[src/logic/can_status_pkg.sv]
// Constants for the message object status and standard identifier tag block.
// Assumes an 8-bit special function register port and a bit-sampled CAN line.
// Summary of operation
// - Status byte: warning, tx, rx, five error flags
// - Received length differs: set length mismatch warning
// - Received length code always overwrites stored length
// - Finished transmission sets transmit done flag
// - Lowest enabled object index transmits first
// - Finished reception sets receive done flag
// - Lowest matching object index is updated
// - Own transmission: sent versus seen mismatch is error
// - No bit error in arbitration or ack slot; here arbitration exempts only a sent recessive seen dominant
// - Receiver computes CRC over destuffed frame
// - CRC mismatch sets CRC error flag
// - Broken delimiters or end field: form error
// - Listed flags raise interrupt request to processor
// - High tag register holds identifier bits 10..3
// - Low tag register holds bits 2..0, rest reserved
// - Third tag register fully reserved
// - Reserved tag bits read undefined, never write ones
// - Tag registers undefined after reset
// - Page object number selects the object shown
// - Extended select picks 11 or 29 bit identifier; here a set select keeps the object out of transmit and receive
package can_status_pkg;

  localparam int NUM_OBJ = 15;
  localparam logic [3:0] OBJ_MAX = 4'hE;

  // Register addresses
  localparam logic [7:0] ADDR_PAGE = 8'hB1;
  localparam logic [7:0] ADDR_STATUS = 8'hB2;
  localparam logic [7:0] ADDR_CONTROL = 8'hB3;
  localparam logic [7:0] ADDR_ID_HIGH = 8'hBC;
  localparam logic [7:0] ADDR_ID_LOW = 8'hBD;
  localparam logic [7:0] ADDR_ID_UNUSED = 8'hBE;
  localparam logic [7:0] PAGE_RESET = 8'h00;
  localparam logic [7:0] STATUS_RESET = 8'h00;
  localparam logic [7:0] CONTROL_RESET = 8'h00;

  // Status bit positions
  localparam int ST_LEN_WARN = 7;
  localparam int ST_TX_DONE = 6;
  localparam int ST_RX_DONE = 5;
  localparam int ST_BIT_ERR = 4;
  localparam int ST_STUFF_ERR = 3;
  localparam int ST_CRC_ERR = 2;
  localparam int ST_FORM_ERR = 1;
  localparam int ST_ACK_ERR = 0;
  localparam logic [7:0] IRQ_FLAGS = 8'h7B;

  // Control byte fields: configuration 7..6, extended select 4, length 3..0
  localparam int CTL_CONF_HI = 7;
  localparam int CTL_CONF_LO = 6;
  localparam int CTL_EXT_SEL = 4;
  localparam logic [1:0] CONF_OFF = 2'h0;
  localparam logic [1:0] CONF_TX = 2'h1;
  localparam logic [1:0] CONF_RX = 2'h2;
  localparam logic [1:0] CONF_RX_BUF = 2'h3;
  localparam int TAG_LOW_LSB = 5;

  // Frame field lengths in bits, idle and stuff run lengths, length code limit and CRC polynomial
  localparam logic [6:0] ID_BITS = 7'h0B;
  localparam logic [6:0] DLC_BITS = 7'h04;
  localparam logic [6:0] CRC_BITS = 7'h0F;
  localparam logic [6:0] EOF_BITS = 7'h07;
  localparam logic [6:0] IDLE_RECESSIVE = 7'h0B;
  localparam logic [2:0] STUFF_LIMIT = 3'h5;
  localparam logic [3:0] DLC_MAX = 4'h8;
  localparam logic [14:0] CRC_POLY = 15'h4599;

  typedef enum logic [3:0] {
    FR_IDLE = 4'h0,
    FR_ID = 4'h1,
    FR_RTR = 4'h2,
    FR_IDE = 4'h3,
    FR_R0 = 4'h4,
    FR_DLC = 4'h5,
    FR_DATA = 4'h6,
    FR_CRC = 4'h7,
    FR_CRC_DEL = 4'h8,
    FR_ACK_SLOT = 4'h9,
    FR_ACK_DEL = 4'hA,
    FR_EOF = 4'hB,
    FR_WAIT = 4'hC
  } frame_state_e;

endpackage

[src/logic/can_msg_status.sv]
// Message object status and standard identifier tag registers with the
// frame checker that raises the status events.
// Assumes bit_sample pulses once per bit at the sample point, can_rx and
// tx_bit are that bit's bus and driven levels, tx_active marks own frames.
`timescale 1ns/1ps
`default_nettype none
module can_msg_status (
  input wire logic clock,
  input wire logic rst_n,
  input wire logic [7:0] sfr_addr,
  input wire logic sfr_wr,
  input wire logic sfr_rd,
  input wire logic [7:0] sfr_wdata,
  output logic [7:0] sfr_rdata_q,
  input wire logic bit_sample,
  input wire logic can_rx,
  input wire logic tx_active,
  input wire logic tx_bit,
  output logic tx_request_q,
  output logic [3:0] tx_object_q,
  output logic ack_dominant_q,
  output logic irq_request_q
);

  ////////////////////////////////////////////////////////////////////////////
  // State

  logic [7:0] page_q;
  logic [7:0] status_q [can_status_pkg::NUM_OBJ];
  logic [7:0] control_q [can_status_pkg::NUM_OBJ];
  logic [7:0] id_high_q [can_status_pkg::NUM_OBJ];
  logic [7:0] id_low_q [can_status_pkg::NUM_OBJ];
  logic [7:0] id_unused_q [can_status_pkg::NUM_OBJ];
  can_status_pkg::frame_state_e state_q, state_d;
  logic [6:0] cnt_q, cnt_d;
  logic [2:0] run_q;
  logic last_q;
  logic [10:0] id_q;
  logic rtr_q;
  logic [3:0] dlc_q;
  logic [14:0] rx_crc_q;
  logic lost_q;
  logic match_ok_q;
  logic [3:0] match_idx_q;
  logic [14:0] crc_val;
  logic [14:0] tx_en_vec, rx_hit_vec;
  logic tx_any, hit_any;
  logic [3:0] tx_idx, hit_idx;
  logic irq_any;

  ////////////////////////////////////////////////////////////////////////////
  // Register decode

  wire [3:0] sel = page_q[7:4];
  wire sel_ok = sel <= can_status_pkg::OBJ_MAX;
  wire wr_page = sfr_wr && sfr_addr == can_status_pkg::ADDR_PAGE;
  wire wr_status = sfr_wr && sel_ok && sfr_addr == can_status_pkg::ADDR_STATUS;
  wire wr_control = sfr_wr && sel_ok && sfr_addr == can_status_pkg::ADDR_CONTROL;
  wire wr_high = sfr_wr && sel_ok && sfr_addr == can_status_pkg::ADDR_ID_HIGH;
  wire wr_low = sfr_wr && sel_ok && sfr_addr == can_status_pkg::ADDR_ID_LOW;
  wire wr_unused = sfr_wr && sel_ok && sfr_addr == can_status_pkg::ADDR_ID_UNUSED;
  wire [7:0] rd_obj =
    !sel_ok ? 8'h00 :
    sfr_addr == can_status_pkg::ADDR_STATUS ? status_q[sel] :
    sfr_addr == can_status_pkg::ADDR_CONTROL ? control_q[sel] :
    sfr_addr == can_status_pkg::ADDR_ID_HIGH ? id_high_q[sel] :
    sfr_addr == can_status_pkg::ADDR_ID_LOW ? id_low_q[sel] :
    sfr_addr == can_status_pkg::ADDR_ID_UNUSED ? id_unused_q[sel] : 8'h00;
  wire [7:0] rd_data = sfr_addr == can_status_pkg::ADDR_PAGE ? page_q : rd_obj;

  ////////////////////////////////////////////////////////////////////////////
  // Bit level checks

  wire is_idle = state_q == can_status_pkg::FR_IDLE;
  wire is_wait = state_q == can_status_pkg::FR_WAIT;
  wire is_crc_del = state_q == can_status_pkg::FR_CRC_DEL;
  wire is_ack_slot = state_q == can_status_pkg::FR_ACK_SLOT;
  wire in_stuff = state_q >= can_status_pkg::FR_ID && state_q <= can_status_pkg::FR_CRC;
  wire in_crc_calc = state_q >= can_status_pkg::FR_ID && state_q <= can_status_pkg::FR_DATA;
  wire arb_field = state_q == can_status_pkg::FR_ID || state_q == can_status_pkg::FR_RTR;
  wire fixed_form = is_crc_del || state_q == can_status_pkg::FR_ACK_DEL ||
    state_q == can_status_pkg::FR_EOF;
  wire tx_role = tx_active && !lost_q;
  wire stuff_bit = bit_sample && (in_stuff || is_crc_del) && run_q == can_status_pkg::STUFF_LIMIT;
  wire take = bit_sample && !stuff_bit && !is_wait;
  wire stuff_err = stuff_bit && can_rx == last_q;
  wire arb_lost = bit_sample && tx_role && arb_field && tx_bit && !can_rx;
  wire bit_err = bit_sample && tx_role && !is_idle && !is_wait && !is_ack_slot &&
    can_rx != tx_bit && !arb_lost;
  wire form_err = take && fixed_form && !can_rx;
  wire ack_err = take && tx_role && is_ack_slot && can_rx;
  wire crc_err = take && !tx_role && is_crc_del && rx_crc_q != crc_val;
  wire any_err = stuff_err || bit_err || form_err || ack_err || crc_err;
  wire eof_last = state_q == can_status_pkg::FR_EOF && cnt_q == can_status_pkg::EOF_BITS - 7'h01;
  wire frame_ok = take && eof_last && can_rx && !any_err;

  wire [3:0] dlc_in = {dlc_q[2:0], can_rx};
  wire [3:0] dlc_clip = dlc_q > can_status_pkg::DLC_MAX ? can_status_pkg::DLC_MAX : dlc_q;
  wire [6:0] data_bits = {dlc_clip, 3'h0};

  can_crc15 u_crc (
    .clock(clock),
    .rst_n(rst_n),
    .clear(is_idle),
    .shift_en(take && in_crc_calc),
    .bit_in(can_rx),
    .crc_q(crc_val)
  );

  ////////////////////////////////////////////////////////////////////////////
  // Frame field sequencer, standard format only

  always_comb begin
    state_d = state_q;
    cnt_d = cnt_q;
    if (bit_sample) begin
      if (is_wait) begin
        if (!can_rx) begin
          cnt_d = 7'h00;
        end else if (cnt_q == can_status_pkg::IDLE_RECESSIVE - 7'h01) begin
          state_d = can_status_pkg::FR_IDLE;
          cnt_d = 7'h00;
        end else begin
          cnt_d = cnt_q + 7'h01;
        end
      end else if (any_err) begin
        state_d = can_status_pkg::FR_WAIT;
        cnt_d = 7'h00;
      end else if (!stuff_bit) begin
        cnt_d = cnt_q + 7'h01;
        case (state_q)
          can_status_pkg::FR_IDLE: begin
            cnt_d = 7'h00;
            if (!can_rx) begin
              state_d = can_status_pkg::FR_ID;
            end
          end
          can_status_pkg::FR_ID: begin
            if (cnt_q == can_status_pkg::ID_BITS - 7'h01) begin
              state_d = can_status_pkg::FR_RTR;
            end
          end
          can_status_pkg::FR_RTR: state_d = can_status_pkg::FR_IDE;
          // Extended frames are not decoded here: wait for bus idle
          can_status_pkg::FR_IDE: begin
            state_d = can_rx ? can_status_pkg::FR_WAIT : can_status_pkg::FR_R0;
          end
          can_status_pkg::FR_R0: state_d = can_status_pkg::FR_DLC;
          can_status_pkg::FR_DLC: begin
            if (cnt_q == can_status_pkg::DLC_BITS - 7'h01) begin
              state_d = (rtr_q || dlc_in == 4'h0) ? can_status_pkg::FR_CRC :
                can_status_pkg::FR_DATA;
            end
          end
          can_status_pkg::FR_DATA: begin
            if (cnt_q == data_bits - 7'h01) begin
              state_d = can_status_pkg::FR_CRC;
            end
          end
          can_status_pkg::FR_CRC: begin
            if (cnt_q == can_status_pkg::CRC_BITS - 7'h01) begin
              state_d = can_status_pkg::FR_CRC_DEL;
            end
          end
          can_status_pkg::FR_CRC_DEL: state_d = can_status_pkg::FR_ACK_SLOT;
          can_status_pkg::FR_ACK_SLOT: state_d = can_status_pkg::FR_ACK_DEL;
          can_status_pkg::FR_ACK_DEL: state_d = can_status_pkg::FR_EOF;
          can_status_pkg::FR_EOF: begin
            if (eof_last) begin
              state_d = can_status_pkg::FR_IDLE;
            end
          end
          default: state_d = can_status_pkg::FR_WAIT;
        endcase
        if (state_d != state_q) begin
          cnt_d = 7'h00;
        end
      end
    end
  end

  always_ff @(posedge clock) begin
    if (!rst_n) begin
      state_q <= can_status_pkg::FR_WAIT;
      cnt_q <= 7'h00;
      run_q <= 3'h0;
      last_q <= 1'b1;
      lost_q <= 1'b0;
      ack_dominant_q <= 1'b0;
    end else begin
      state_q <= state_d;
      cnt_q <= cnt_d;
      if (bit_sample) begin
        last_q <= can_rx;
        run_q <= (in_stuff && !stuff_bit && can_rx == last_q) ? run_q + 3'h1 : 3'h1;
        lost_q <= is_idle ? 1'b0 : (lost_q || arb_lost);
        // Receivers acknowledge any standard frame whose CRC and delimiter are good
        ack_dominant_q <= take && is_crc_del && !any_err && !tx_role;
      end
    end
  end

  // Destuffed field capture
  always_ff @(posedge clock) begin
    if (!rst_n) begin
      id_q <= 11'h000;
      rtr_q <= 1'b0;
      dlc_q <= 4'h0;
      rx_crc_q <= 15'h0000;
      match_ok_q <= 1'b0;
      match_idx_q <= 4'h0;
    end else if (take) begin
      if (state_q == can_status_pkg::FR_ID) id_q <= {id_q[9:0], can_rx};
      if (state_q == can_status_pkg::FR_RTR) rtr_q <= can_rx;
      if (state_q == can_status_pkg::FR_DLC) dlc_q <= dlc_in;
      if (state_q == can_status_pkg::FR_CRC) rx_crc_q <= {rx_crc_q[13:0], can_rx};
      if (state_q == can_status_pkg::FR_RTR) begin
        match_ok_q <= hit_any && !tx_role;
        match_idx_q <= hit_idx;
      end
    end
  end

  ////////////////////////////////////////////////////////////////////////////
  // Object selection: lowest index wins for transmit and for receive hits

  always_comb begin
    tx_any = 1'b0;
    hit_any = 1'b0;
    tx_idx = 4'h0;
    hit_idx = 4'h0;
    irq_any = 1'b0;
    for (int i = 0; i < can_status_pkg::NUM_OBJ; i++) begin
      tx_en_vec[i] = control_q[i][7:6] == can_status_pkg::CONF_TX &&
        !control_q[i][can_status_pkg::CTL_EXT_SEL];
      rx_hit_vec[i] = control_q[i][can_status_pkg::CTL_CONF_HI] &&
        !control_q[i][can_status_pkg::CTL_EXT_SEL] &&
        {id_high_q[i], id_low_q[i][7:5]} == id_q;
      irq_any = irq_any || |(status_q[i] & can_status_pkg::IRQ_FLAGS);
    end
    for (int i = can_status_pkg::NUM_OBJ - 1; i >= 0; i--) begin
      if (tx_en_vec[i]) begin
        tx_any = 1'b1;
        tx_idx = 4'(i);
      end
      if (rx_hit_vec[i]) begin
        hit_any = 1'b1;
        hit_idx = 4'(i);
      end
    end
  end

  ////////////////////////////////////////////////////////////////////////////
  // Status events

  wire [3:0] ev_obj = tx_role ? tx_object_q : match_idx_q;
  wire ev_ok = tx_role || match_ok_q;
  wire rx_fin = frame_ok && !tx_role;
  wire [7:0] ev_set = {
    rx_fin && control_q[ev_obj][3:0] != dlc_q,
    frame_ok && tx_role,
    rx_fin,
    bit_err,
    stuff_err,
    crc_err,
    form_err,
    ack_err
  };

  always_ff @(posedge clock) begin
    if (!rst_n) begin
      page_q <= can_status_pkg::PAGE_RESET;
      sfr_rdata_q <= 8'h00;
      tx_request_q <= 1'b0;
      tx_object_q <= 4'h0;
      irq_request_q <= 1'b0;
    end else begin
      if (wr_page) page_q <= sfr_wdata;
      if (sfr_rd) sfr_rdata_q <= rd_data;
      irq_request_q <= irq_any;
      // The choice only moves between frames
      if (is_idle || is_wait) begin
        tx_request_q <= tx_any;
        tx_object_q <= tx_idx;
      end
    end
  end

  // Hardware sets win over a same-cycle software write
  always_ff @(posedge clock) begin
    for (int i = 0; i < can_status_pkg::NUM_OBJ; i++) begin
      if (!rst_n) begin
        status_q[i] <= can_status_pkg::STATUS_RESET;
        control_q[i] <= can_status_pkg::CONTROL_RESET;
      end else begin
        if (wr_status && sel == 4'(i)) begin
          status_q[i] <= sfr_wdata | ((ev_ok && ev_obj == 4'(i)) ? ev_set : 8'h00);
        end else if (ev_ok && ev_obj == 4'(i)) begin
          status_q[i] <= status_q[i] | ev_set;
        end
        if (frame_ok && ev_ok && ev_obj == 4'(i)) begin
          control_q[i][3:0] <= dlc_q;
          if (tx_role || control_q[i][7:6] == can_status_pkg::CONF_RX) begin
            control_q[i][7:6] <= can_status_pkg::CONF_OFF;
          end
          control_q[i][5:4] <= wr_control && sel == 4'(i) ? sfr_wdata[5:4] : control_q[i][5:4];
        end else if (wr_control && sel == 4'(i)) begin
          control_q[i] <= sfr_wdata;
        end
      end
    end
  end

  // Tag storage has no reset; reserved bits keep whatever was written
  always_ff @(posedge clock) begin
    for (int i = 0; i < can_status_pkg::NUM_OBJ; i++) begin
      if (wr_high && sel == 4'(i)) id_high_q[i] <= sfr_wdata;
      if (wr_low && sel == 4'(i)) id_low_q[i] <= sfr_wdata;
      if (wr_unused && sel == 4'(i)) id_unused_q[i] <= sfr_wdata;
    end
  end

  ////////////////////////////////////////////////////////////////////////////
  // Checks

  logic [3:0] ev_obj_past_q;
  always_ff @(posedge clock) begin
    ev_obj_past_q <= ev_obj;
  end
  wire [14:0] low_mask = 15'((15'h0001 << tx_object_q) - 15'h0001);
endmodule
`default_nettype wire

[src/logic/can_crc15.sv]
// Fifteen-bit CAN CRC accumulator, one destuffed bit per enable.
// Assumes the caller clears it before the start of each frame.
`timescale 1ns/1ps
`default_nettype none
module can_crc15 (
  input wire logic clock,
  input wire logic rst_n,
  input wire logic clear,
  input wire logic shift_en,
  input wire logic bit_in,
  output logic [14:0] crc_q
);

  wire feedback = bit_in ^ crc_q[14];
  wire [14:0] crc_d = {crc_q[13:0], 1'b0} ^ (feedback ? can_status_pkg::CRC_POLY : 15'h0000);

  always_ff @(posedge clock) begin
    if (!rst_n || clear) begin
      crc_q <= 15'h0000;
    end else if (shift_en) begin
      crc_q <= crc_d;
    end
  end

endmodule
`default_nettype wire

[config.mk]
export PLATFORM = sky130hd
export DESIGN_NAME = can_msg_status
export DESIGN_NICKNAME = d
export VERILOG_FILES = /design/src/logic/can_status_pkg.sv /design/src/logic/can_msg_status.sv /design/src/logic/can_crc15.sv
export SDC_FILE = /design/constraint.sdc
export NUM_CORES = 2
export LEC_CHECK = 0
export BUFFER_PORTS_ARGS = -buffer_cell sky130_fd_sc_hd__buf_2
export CAP_MARGIN = 15
export CORE_ASPECT_RATIO = 1.4
export CORE_MARGIN = 4
export CORE_UTILIZATION = 55
export DETAILED_ROUTE_END_ITERATION = 16
export PLACE_DENSITY = 0.82
export REMOVE_ABC_BUFFERS = 1
export SETUP_SLACK_MARGIN = 0.15
export SKIP_LAST_GASP = 1
export SYNTH_ARGS = -nofsm -noshare
export SYNTH_HDL_FRONTEND = slang
export SYNTH_HIERARCHICAL = 1
export SYNTH_SLANG_ARGS = --single-unit
[constraint.sdc]
create_clock -name clock -period 5.75 [get_ports clock]
set_input_delay 0.575 -clock clock [delete_from_list [all_inputs] [get_ports clock]]
set_output_delay 0.575 -clock clock [all_outputs]
set_load 0.005 [all_outputs]
==> impl_results.md <==
- Die extent in y: 311 um
- RSZ-0062 raised after global routing: false
- Drt first pass iters: 8
- VDD IR-drop max: 0.225 mV
- Core box area: 64700 sq um
- Worst min-delay path category: in2reg
- Residual DRC: 0
- Hold path cells: 3
- Syn Std Cell Area: 36100 sq um
- Max incr delay on CP: 1040 ps
- Area growth syn-to-layout: 8.03%
- Pleak: 0.0125 uW
- Max Transition Viols Final: 0
- Final setup fails: 0
- Final Hold Slack: 324 ps
- Wire length of the first global-routing pass: 172000 um
- DP Area: 36700 sq um
- Worst path arrival time: 5490 ps
- GRT overflow: 0
- Vias in the first global route: 26950
- Setup Skew: 26.2 ps
- RePlAce Congestion: 1.04
- Mean post-synth cell area: 12.3 sq um
- CTS Hold Bufs: 0
- Status: completed
- Startpoint Class: flop
- Crit Path Max Fanout: 30
- Cts repair resizes: 0
- Post-route cell area: 38900 sq um
- Antenna viol nets, final: 0
- Clock Sinks: 694
- Rows: 110
- Crit. End Element: flop
- Setup Crit Path Kind: reg2reg
- Setup Buffers After CTS: 0
- Via count: 27163
- Initial Util: 0.557
- Synth warn: 6
- Initial antenna violation count: 2
- Worst-path clk slew: 70 ps
- Slew @ Worst Pin: 1290 ps
- Period utilization: 0.872
- Post-DR wirelength/cell: 31.3 um
- F_max: 0.199 GHz
- Critical path, cell by cell: nor4bb_4 > or4_1 > a31o_2 > and4_1 > and3_1 > and2_1 > o211ai_1 > a31oi_1
- Max cap viols: 0
- Clock buffers created by TritonCTS: 67
- Fin crit period: 5020 ps
- Worst Reg-to-Reg Cells: 8
- Initial drt markers: 4265
- Seq/Total Area, Yosys: 0.552
- Ys flop type: edfxtp_1
- Clk_lat worst skew: 650 ps
- Share of layout cells above drive strength 1: 0.136
- CTS tree: yes
- Dpl hpwl: 79100 um
- Library cells used by synthesis: 87
- Fin. Hold Viols: 0
- Largest net degree at the start of global routing: 109
- Ys async rst share: 0
- Nets: 2875
- GRT Util Overall: 0.328
- Critical path's slowest cell: and2_1
- Num ports: 39
- CTS H-tree lvls: 3
- Pwr per Cell Area: 277 nW/um^2
- Yosys reg bits: 694
- Die area: 69800 sq um
- Critical Path RT: 6230 ps
- Clock root cell: clkbuf_16
- Die width: 224 um
- Clk buf depth: 3
- Worst slew margin: 0.137
- Post-synth EDFFs: 600
- Post-Synthesis Cells: 2924
- DR vias/cell: 7.26
- Port Buffers: 38
- DRT Wirelength: 117000 um
==> flip-flops by register name, summed over array words and instances (netlist names), 3 cells and up, named ones only <==
signal,count
state_q,4
match_idx_q,4
run_q,3
id_unused_q,120
tx_object_q,4
u_crc/crc_q,15
id_high_q,120
control_q,120
cnt_q,7
id_low_q,120
dlc_q,4
status_q,120
sfr_rdata_q,8
id_q,11
page_q,8
rx_crc_q,15
==> final cells by class <==
cell class	instances	area [sq um]
fillers	4869	25700
flip-flops and latches	694	19900
multi-input cells	1951	15000
clock buffers	80	1750
well taps	840	1050
repair buffers	89	598
clock inverters	42	477
inverters	43	161
diodes	1	2.50
==> path summary, 6_finish.rpt <==
kind	start	to	slack (ps)
worst max-delay path	state_q[3]$_SDFFE_PN1P_	status_q[8][7]$_SDFFCE_PN0P_	730
worst min-delay path	sfr_wr	flop	320
worst max register to register	state_q[3]$_SDFFE_PN1P_	status_q[8][7]$_SDFFCE_PN0P_	730
worst min register to register	page_q[0]$_SDFFE_PN0P_	page_q[0]$_SDFFE_PN0P_	470
==> power by group <==
part | switching [uW] | leakage [uW] | internal [uW]
Sequential | 98.8 | 0.00648 | 5540
Clock | 2050 | 0.00108 | 2530
Combinational | 418 | 0.00497 | 162
==> cells by family after synthesis <==
family | count (synthesis) | synth area share
DFF | 694 | 0.552
buffers and inverters | 279 | 0.0325
xor gates and xnor gates | 191 | 0.0464
and+or+nand+nor | 855 | 0.117
muxes | 274 | 0.128
adders and majority gates | 5 | 0.00174
AOI/OAI and AO/OA | 626 | 0.122
==> metrics by stage <==
step	power (uW)	setup slack (ps)	TNS, ps	util	std cells
final	10800	734	0	0.602	3740
after floorplan	5980	-2220	-17030	-	2688
after global routing	11000	589	0	0.602	3739
after detailed placement	6290	962	0	0.568	3617
after CTS	10800	972	0	0.602	3739
after global placement	6280	1180	0	0.568	3617
==> critical path, delay by kind of cell (launching register included) <==
| kind | cells | cell delay (ps) |
|---|---|---|
| flip-flops | 1 | 790 |
| AO/OA/AOI/OAI | 3 | 850 |
| AND/OR/NAND/NOR | 5 | 3190 |
==> synth_stat cells (6+ instances only) <==
cell type  number  area (sq um)
inv_1          42           158
edfxtp_1      600         18000
and3_1         12          75.1
nand3_1        84           420
o21a_1         29           218
a21oi_1        68           340
nand2_1       218           818
a221o_1        35           350
o221ai_1       10          87.6
dfxtp_1        94          1880
and2_1         39           244
nand4_1        31           194
nand2b_1       29           181
mux2i_1       120          1200
o21ai_0       177           886
buf_2          43           215
clkbuf_1      159           597
o2111ai_1      16           140
a211oi_1       37           278
nor4_1         69           432
a32o_1          7          70.1
nand4b_1        7          61.3
o211ai_1       28           210
a22o_1         14           123
nor2b_1        23           144
nor3_1         34           170
a211o_1         6          52.6
nand3b_1       11          82.6
or3_1          20           125
buf_1          16          60.1
a31oi_1        17           106
mux4_2        150          3380
buf_4          17           128
or2_2          10          62.6
o2bb2ai_1      39           342
xnor2_1        64           561
a22oi_1        81           608
xor2_1        127          1110
nor2_1        236           886
==> per-layer routing <==
layer,track usage,routed length [um],up-vias
li1,-,-,11151
met1,0.373,37000,13187
met2,0.537,56100,2185
met3,0.0690,12200,638
met4,0.254,11900,2
met5,0,13,-
==> layout by cell type (no fill, tap or decap), drive strengths merged, types with 16 or more instances in the layout <==
| cell | n |
|---|---|
| edfxtp | 600 |
| nor2 | 236 |
| nand2 | 218 |
| o21ai | 177 |
| mux4 | 150 |
| xor2 | 127 |
| mux2i | 120 |
| dfxtp | 94 |
| buf | 89 |
| nand3 | 84 |
| a22oi | 81 |
| clkbuf | 80 |
| nor4 | 70 |
| a21oi | 68 |
| xnor2 | 64 |
| inv | 51 |
| a211oi | 43 |
| and2 | 40 |
| o2bb2ai | 39 |
| nor3 | 39 |
| a221o | 35 |
| nand4 | 31 |
| nand2b | 29 |
| o21a | 29 |
| o211ai | 28 |
| nor2b | 23 |
| clkinv | 22 |
| a31oi | 21 |
| or3 | 20 |
| o2111ai | 16 |
Note: power is estimated with default switching activity, not from simulation.
